--- src/octal_dac_consts.vh ---
// constants for the octal converter command decoder
// assumes inclusion by the decoder and its byte receiver only
`ifndef OCTAL_DAC_CONSTS_VH
`define OCTAL_DAC_CONSTS_VH
`define CMD_GLOBAL_LOAD 4'h2
`define CMD_POWER 4'h4
`define ACC_BROADCAST 4'hF
`define PMODE_HI_BIT 14
`define PMODE_LO_BIT 13
`define PSEL_TOP_BIT 12
`define PSEL_BOT_BIT 5
`define PMODE_ON 2'h0
`define PMODE_1K 2'h1
`define PMODE_100K 2'h2
`define PMODE_HIZ 2'h3
`define DEV_ADDR_DEFAULT 7'h48
`define FRAME_BYTES 2'h3
`endif

--- src/frame_bytes_rx.v ---
// two-wire slave receiver: address match, byte shifting, acknowledge
// assumes scl/sda already synchronised into the i_mclk domain
`timescale 1ns/100ps
`include "octal_dac_consts.vh"
module frame_bytes_rx #(
   parameter [6:0] DEV_ADDR = `DEV_ADDR_DEFAULT
) (
   input wire i_mclk,
   input wire i_rst,
   input wire i_scl_rise,
   input wire i_scl_fall,
   input wire i_sda,
   input wire i_start,
   input wire i_stop,
   output reg o_sda_oe,
   output reg o_byte_valid,
   output reg [7:0] o_byte,
   output reg o_frame_open
);
   localparam ST_IDLE = 2'd0;
   localparam ST_ADDR = 2'd1;
   localparam ST_DATA = 2'd2;
   reg [1:0] state_reg;
   reg [7:0] shift_reg;
   reg [3:0] bit_cnt_reg;
   // shift on rising scl, drive acknowledge on falling scl
   always @(posedge i_mclk) begin
      o_byte_valid <= 1'b0;
      if (i_rst || i_stop) begin
         state_reg <= ST_IDLE;
         bit_cnt_reg <= 4'h0;
         o_sda_oe <= 1'b0;
         o_frame_open <= 1'b0;
         shift_reg <= 8'h00;
         o_byte <= 8'h00;
      end else if (i_start) begin
         state_reg <= ST_ADDR;
         bit_cnt_reg <= 4'h0;
         o_sda_oe <= 1'b0;
         o_frame_open <= 1'b0;
      end else begin
         case (state_reg)
            ST_IDLE: begin
               o_sda_oe <= 1'b0;
            end
            ST_ADDR, ST_DATA: begin
               if (i_scl_rise && bit_cnt_reg < 4'h8) begin
                  shift_reg <= {shift_reg[6:0], i_sda};
                  bit_cnt_reg <= bit_cnt_reg + 4'h1;
               end else if (i_scl_rise && bit_cnt_reg == 4'h8) begin
                  bit_cnt_reg <= 4'h9;
               end
               if (i_scl_fall && bit_cnt_reg == 4'h8) begin
                  if (state_reg == ST_ADDR) begin
                     // write to our address only
                     if (shift_reg[7:1] == DEV_ADDR && !shift_reg[0]) begin
                        o_sda_oe <= 1'b1;
                        o_frame_open <= 1'b1;
                     end else begin
                        state_reg <= ST_IDLE;
                     end
                  end else begin
                     o_sda_oe <= 1'b1;
                     o_byte <= shift_reg;
                     o_byte_valid <= 1'b1;
                  end
               end else if (i_scl_fall && bit_cnt_reg == 4'h9) begin
                  o_sda_oe <= 1'b0;
                  bit_cnt_reg <= 4'h0;
                  if (state_reg == ST_ADDR) begin
                     state_reg <= ST_DATA;
                  end
               end
            end
            default: begin
               state_reg <= ST_IDLE;
            end
         endcase
      end
   end
endmodule

--- src/octal_dac_ctrl.v ---
// octal 12-bit converter command decoder: global load and power control
// assumes scl/sda pins from an external two-wire controller, async to i_mclk
// Operation
// - frame is command byte, then two data bytes
// - command 0010 channel A-H: load, update all
// - code bits 11:4 then 3:0, low nibble ignored
// - access 1xxx except 1111 changes nothing
// - access 1111 writes all inputs, updates all
// - power mode 00 powers on selected channels
// - modes 01/10/11 power down with chosen termination
`timescale 1ns/100ps
`include "octal_dac_consts.vh"
module octal_dac_ctrl #(
   parameter [6:0] DEV_ADDR = `DEV_ADDR_DEFAULT
) (
   input wire i_mclk,
   input wire i_rst,
   input wire i_scl,
   input wire i_sda,
   output reg o_sda_out,
   output reg o_sda_oe,
   output reg [95:0] o_input_codes,
   output reg [95:0] o_output_codes,
   output reg o_load_outputs_strobe,
   output reg [7:0] o_powered_down,
   output reg [15:0] o_pd_termination
);
   reg [1:0] scl_meta_reg;
   reg [1:0] sda_meta_reg;
   reg scl_prev_reg;
   reg sda_prev_reg;
   wire scl_s;
   wire sda_s;
   wire scl_rise;
   wire scl_fall;
   wire start_cond;
   wire stop_cond;
   wire rx_oe;
   wire rx_valid;
   wire [7:0] rx_byte;
   wire rx_open;
   reg [1:0] byte_cnt_reg;
   reg [7:0] cmd_reg;
   reg [7:0] msb_reg;
   reg [95:0] in_next;
   reg [7:0] pd_next;
   reg [15:0] term_next;
   reg [3:0] cmd_n;
   reg [3:0] acc_n;
   reg [7:0] sel;
   reg [1:0] mode;
   reg [11:0] code;
   reg do_update;
   wire is_load_cmd;
   wire is_power_cmd;
   wire acc_single;
   wire acc_bcast;
   wire commit;
   integer k;
   // byte positions within a frame, after the address byte
   localparam BYTE_CMD = 2'h0;
   localparam BYTE_MSB = 2'h1;
   localparam BYTE_LSB = 2'h2;
   // two-flop synchronisers on both pins
   always @(posedge i_mclk) begin
      if (i_rst) begin
         scl_meta_reg <= 2'b11;
         sda_meta_reg <= 2'b11;
         scl_prev_reg <= 1'b1;
         sda_prev_reg <= 1'b1;
      end else begin
         scl_meta_reg <= {scl_meta_reg[0], i_scl};
         sda_meta_reg <= {sda_meta_reg[0], i_sda};
         scl_prev_reg <= scl_meta_reg[1];
         sda_prev_reg <= sda_meta_reg[1];
      end
   end
   assign scl_s = scl_meta_reg[1];
   assign sda_s = sda_meta_reg[1];
   assign scl_rise = scl_s && !scl_prev_reg;
   assign scl_fall = !scl_s && scl_prev_reg;
   assign start_cond = scl_s && scl_prev_reg && sda_prev_reg && !sda_s;
   assign stop_cond = scl_s && scl_prev_reg && !sda_prev_reg && sda_s;
   // byte receiver
   frame_bytes_rx #(.DEV_ADDR(DEV_ADDR)) u_rx (
      .i_mclk(i_mclk),
      .i_rst(i_rst),
      .i_scl_rise(scl_rise),
      .i_scl_fall(scl_fall),
      .i_sda(sda_s),
      .i_start(start_cond),
      .i_stop(stop_cond),
      .o_sda_oe(rx_oe),
      .o_byte_valid(rx_valid),
      .o_byte(rx_byte),
      .o_frame_open(rx_open)
   );
   always @* begin
      cmd_n = cmd_reg[7:4];
      acc_n = cmd_reg[3:0];
   end
   // command classes, only acted on at commit
   assign is_load_cmd = (cmd_n == `CMD_GLOBAL_LOAD);
   assign is_power_cmd = (cmd_n == `CMD_POWER);
   assign acc_single = !acc_n[3];
   assign acc_bcast = (acc_n == `ACC_BROADCAST);
   assign commit = rx_open && rx_valid && (byte_cnt_reg == BYTE_LSB);
   always @* begin
      code = {msb_reg, rx_byte[7:4]};
   end
   // mode and selects, channel H at the top
   always @* begin
      mode = {msb_reg[`PMODE_HI_BIT - 8], msb_reg[`PMODE_LO_BIT - 8]};
      sel = {msb_reg[`PSEL_TOP_BIT - 8:0], rx_byte[7:`PSEL_BOT_BIT]};
   end
   // next input registers for the global load command
   always @* begin
      in_next = o_input_codes;
      do_update = 1'b0;
      if (is_load_cmd) begin
         if (acc_single) begin
            in_next[acc_n[2:0]*12 +: 12] = code;
            do_update = 1'b1;
         end else if (acc_bcast) begin
            in_next = {8{code}};
            do_update = 1'b1;
         end
      end
   end
   // next power state for the power command
   always @* begin
      pd_next = o_powered_down;
      term_next = o_pd_termination;
      if (is_power_cmd) begin
         for (k = 0; k < 8; k = k + 1) begin
            if (sel[k]) begin
               pd_next[k] = (mode != `PMODE_ON);
               term_next[k*2 +: 2] = mode;
            end
         end
      end
   end
   always @(posedge i_mclk) begin
      if (i_rst) begin
         byte_cnt_reg <= BYTE_CMD;
         cmd_reg <= 8'h00;
         msb_reg <= 8'h00;
      end else if (!rx_open) begin
         byte_cnt_reg <= BYTE_CMD;
      end else if (rx_valid) begin
         case (byte_cnt_reg)
            BYTE_CMD: begin
               cmd_reg <= rx_byte;
               byte_cnt_reg <= BYTE_MSB;
            end
            BYTE_MSB: begin
               msb_reg <= rx_byte;
               byte_cnt_reg <= BYTE_LSB;
            end
            BYTE_LSB: begin
               byte_cnt_reg <= BYTE_CMD; // extra bytes open a new frame
            end
            default: begin
               byte_cnt_reg <= BYTE_CMD;
            end
         endcase
      end
   end
   always @(posedge i_mclk) begin
      if (i_rst) begin
         o_input_codes <= {96{1'b0}};
         o_output_codes <= {96{1'b0}};
      end else if (commit) begin
         o_input_codes <= in_next;
         if (do_update) begin
            o_output_codes <= in_next;
         end
      end
   end
   // one-cycle pulse as the output registers reload
   always @(posedge i_mclk) begin
      if (i_rst) begin
         o_load_outputs_strobe <= 1'b0;
      end else begin
         o_load_outputs_strobe <= commit && do_update;
      end
   end
   always @(posedge i_mclk) begin
      if (i_rst) begin
         o_powered_down <= 8'h00;
         o_pd_termination <= 16'h0000;
      end else if (commit) begin
         o_powered_down <= pd_next;
         o_pd_termination <= term_next;
      end
   end
   // open-drain data pin: only ever pulls low, for the acknowledge
   always @(posedge i_mclk) begin
      if (i_rst) begin
         o_sda_out <= 1'b0;
         o_sda_oe <= 1'b0;
      end else begin
         o_sda_out <= 1'b0;
         o_sda_oe <= rx_oe;
      end
   end
endmodule

--- config.mk ---
export PLATFORM = sky130hd
export DESIGN_NAME = octal_dac_ctrl
export DESIGN_NICKNAME = d
export VERILOG_FILES = /design/src/frame_bytes_rx.v /design/src/octal_dac_ctrl.v
export VERILOG_INCLUDE_DIRS = /design/src /design/src/src
export SDC_FILE = /design/constraint.sdc
export NUM_CORES = 1
export LEC_CHECK = 0
export BUFFER_PORTS_ARGS = -buffer_cell sky130_fd_sc_hd__buf_2
export CELL_PAD_IN_SITES_DETAIL_PLACEMENT = 1
export CELL_PAD_IN_SITES_GLOBAL_PLACEMENT = 1
export CORE_ASPECT_RATIO = 1.1
export CORE_MARGIN = 8
export CORE_UTILIZATION = 42
export DETAILED_ROUTE_END_ITERATION = 10
export GPL_ROUTABILITY_DRIVEN = 0
export PLACE_DENSITY_LB_ADDON = 0.1
export SETUP_SLACK_MARGIN = 0.15
export SYNTH_ARGS = -nofsm -noshare
export SYNTH_HDL_FRONTEND = slang
export SYNTH_HIERARCHICAL = 1
export SYNTH_SLANG_ARGS = --single-unit
--- constraint.sdc ---
create_clock -name i_mclk -period 4.1 [get_ports i_mclk]
set_clock_uncertainty 0.05 [all_clocks]
set_input_delay 0.615 -clock i_mclk [delete_from_list [all_inputs] [get_ports i_mclk]]
set_output_delay 0.615 -clock i_mclk [all_outputs]
set_load 0.01 [all_outputs]
==> results.py <==
metrics = {
    "worst_setup_path": {
        "r2r-start": "cmd_reg[1]$_SDFFE_PP0P_",
        "cp.depth": 11,
        "cp_max_fo": 12,
        "endpoint_kind": "flop",
        "critPathLaunch": "cmd_reg[1]$_SDFFE_PP0P_",
        "worstPathArrival_ns": 4.07,
        "ff2ff_path_depth": 11,
        "cp_top_family": "compound AO/OA/AOI/OAI gates",
        "crit_type": "reg -> reg",
        "slowest_stage": "a221oi_2",
        "cp.buffers_inverters": 3,
        "required_ns": 4.49,
        "startpoint_type": "flop",
        "cp_cell_sequence": "ha_1 -> fa_1 -> buf_4 -> nor2b_1 -> nand3_1 -> buf_4 -> a221oi_2 -> buf_4 -> o21ai_0 -> a21oi_2 -> o21ai_0",
        "worst_path_most_repeated_cell": "buf_4",
        "cp_slowest_stage_delay_ns": 0.61,
    },
    "clocking": {
        "cts_tree": "built",
        "cts_root_buf": "clkbuf_16",
        "numCtsBuffers": 30,
        "cts_max_level": 1,
        "path_clk_slew_ns": 0.06,
        "clock_path_buffers": 3,
        "post_cts_buffers": 0,
        "cts.sinks": 267,
        "clkLatencyLatePin_ns": 0.57,
    },
    "grt": {
        "grt_antenna_before_repair": 1,
        "grt_max_degree": 93,
        "grt_pass1_wl_um": 98100,
        "grtUsageTotal": 0.316,
        "grt_pass1_vias": 15678,
        "globalRouteOverflowTotal": 0,
    },
    "placement": {
        "hpwl_um": 48000,
        "post_dp_cell_area_um2": 16000,
        "place_ws_ns": 0.391,
        "numPortBuffers": 221,
    },
    "status": {
        "status": "finished, final reports clean",
    },
    "power": {
        "powerDensity_nw_per_um2": 322,
        "power_frac_comb": 0.023,
        "swShare": 0.225,
        "power_leakage_nw": 6.62,
        "pwr-share-clk": 0.497,
        "max-vdd-ir-drop_uv": 361,
        "p_seq_frac": 0.480,
        "netSwitchingPower_mw": 1.23,
        "p_int_mw": 4.23,
    },
    "synthesis": {
        "synthArstFlopShare": 0,
        "mappedNetlistArea_um2": 14200,
        "ys_seq_elements": 267,
        "ys_warn_count": 6,
        "ys_types": 110,
        "post_synth.cell_area_avg_um2": 8.08,
        "yosysSeqAreaShare": 0.378,
        "syn_nets": 1771,
        "synth_ff_type": "dfxtp_1",
        "synth_edf_count": 0,
        "synth_cells": 1751,
    },
    "final_layout": {
        "layout_common_cells": "dfxtp_1 (265), buf_2 (220), nor2_1 (215), nand2_1 (205), a21oi_1 (133)",
        "utilization": 0.511,
        "fillerInstances": 4078,
        "finalInstanceArea_um2": 17000,
        "drive_gt1_frac": 0.224,
        "area_growth_pct": 19.8,
        "final_common_cell": "dfxtp_1",
        "top_regs": "o_input_codes (96), o_output_codes (96), o_pd_termination (16)",
        "diodes": 0,
        "finalNetCount": 1983,
    },
    "sta": {
        "slew_headroom": 0.216,
        "setup-tns-final_ns": 0,
        "max_freq_mhz": 272,
        "fin_crit_sh": 0.897,
        "min_period_ns": 3.68,
        "hold_viol": 0,
        "rsz0062_at_grt": "no",
        "final_max_slew_viol_count": 0,
        "setup_viol": 0,
        "tightest_slew_ns": 1.17,
        "finalWorstSetupSlack_ns": 0.423,
    },
    "drt": {
        "postRouteAntennaNets": 0,
        "drt_iter0_markers": 1346,
        "wire_per_inst_um": 27.2,
        "drc": 0,
        "wirelength_um": 65600,
        "dr.pass1.iters": 6,
        "num_vias": 15504,
        "vias_per_cell": 6.41,
    },
    "floorplanning": {
        "die_w_um": 191,
        "die_area_um2": 39800,
        "top_level_ports": 223,
        "core_area_um2": 33200,
        "initial_core_util": 0.426,
        "rows": 70,
        "die_h_um": 209,
    },
    "hold_path": {
        "hp-class": "in -> reg",
        "hold_depth": 2,
        "holdCritStartpoint": "i_sda",
    },
    "run": {
        "drv_cap": 0,
    },
}
==> cell usage after synthesis, types with 8 or more instances <==
library cell | n | share of area
a211oi_1 | 84 | 0.045
nand3_1 | 40 | 0.014
o21ai_1 | 12 | 0.0042
nor2_1 | 217 | 0.058
a221oi_1 | 10 | 0.0062
nor3_1 | 50 | 0.018
nand2b_1 | 11 | 0.0049
buf_2 | 33 | 0.012
o32ai_1 | 8 | 0.0050
a22oi_1 | 20 | 0.011
and3_1 | 12 | 0.0053
o21bai_1 | 12 | 0.0064
a311oi_1 | 30 | 0.019
o22ai_1 | 21 | 0.0093
nand2_1 | 205 | 0.054
inv_1 | 21 | 0.0056
o21a_1 | 9 | 0.0048
a32oi_1 | 11 | 0.0068
clkbuf_1 | 89 | 0.024
nor2b_1 | 19 | 0.0084
o311ai_0 | 9 | 0.0056
o21ai_0 | 75 | 0.027
a31oi_1 | 40 | 0.018
mux2i_1 | 47 | 0.033
ha_1 | 15 | 0.013
a21o_1 | 11 | 0.0058
a21oi_1 | 135 | 0.048
nor4_1 | 11 | 0.0049
o31ai_1 | 12 | 0.0064
dfxtp_1 | 267 | 0.38
a21boi_0 | 9 | 0.0048
a22o_1 | 10 | 0.0062
o211ai_1 | 18 | 0.0095
==> area by class of cell <==
type                    count  area [µm²]  area share
multi-input cells        1318        8100       0.478
flip-flops and latches    267        5350       0.315
repair buffers            322        1880       0.111
clock buffers              46         912      0.0538
well taps                 432         541      0.0319
inverters                  24        90.1     0.00531
clock inverters             8        75.1     0.00443
==> power by group through the flow <==
stage	logic [mW]	registers [mW]	clock network, mW
floorplan	0.0773	2.68	0
global placement	0.120	2.68	0
detailed placement	0.122	2.68	0
CTS	0.124	2.62	2.76
global route	0.134	2.62	2.85
finish	0.124	2.62	2.72
==> worst paths after layout <==
check                               endpoint  slack (ns)
min               sda_meta_reg[0]$_SDFF_PP1_        0.19
max reg2reg  o_output_codes[77]$_SDFFE_PP0P_        0.42
max          o_output_codes[77]$_SDFFE_PP0P_        0.42
min reg2reg       sda_meta_reg[1]$_SDFF_PP1_        0.36
==> layer usage <==
metal	up-vias	GRT usage	share of wire	routed length (µm)
met5	-	0	0.00020	13
met4	2	0.188	0.064	4170
met3	220	0.0597	0.087	5740
met2	846	0.511	0.46	30300
met1	7537	0.383	0.39	25400
li1	6899	-	-	-
==> cells by family (layout without fill, tap and decap cells) <==
logic type,count (synthesis),in the layout,synth area share
AND/OR/NAND/NOR,639,639,0.212
AO/OA/AOI/OAI,603,603,0.297
flip-flops,267,267,0.378
buffers and inverters,166,400,0.0523
multiplexers,51,51,0.0364
adder cells (fa/ha/maj),16,16,0.0147
XOR/XNOR,8,8,0.00920
other,1,1,0.000265
==> repair_timing <==
| item | 4_1_cts | 5_1_grt |
|---|---|---|
| endpoints found under the setup margin | 0 | 3 |
| resized for setup | 0 | 2 |
| endpoints found under the hold margin | 0 | 0 |
| hold buffers | 0 | 0 |
==> worst reg2reg max path, cell delays in order (launching register included) <==
cell and delay (ns):
dfxtp_1 0.44, ha_1 0.23, fa_1 0.43, buf_4 0.21, nor2b_1 0.32, nand3_1 0.17, buf_4 0.21, a221oi_2 0.61
buf_4 0.24, o21ai_0 0.15, a21oi_2 0.37, o21ai_0 0.12
==> stage by stage <==
step / hold WS, ns / std cells / power, mW
3_3_place_gp: 0.359 / 2363 / 2.80
5_1_grt: 0.176 / 2417 / 5.61
4_1_cts: 0.170 / 2417 / 5.51
2_1_floorplan: 0.339 / 1751 / 2.76
3_5_place_dp: 0.358 / 2363 / 2.80
6_report: 0.189 / 2417 / 5.46
Power figures use the tool's default switching activity.
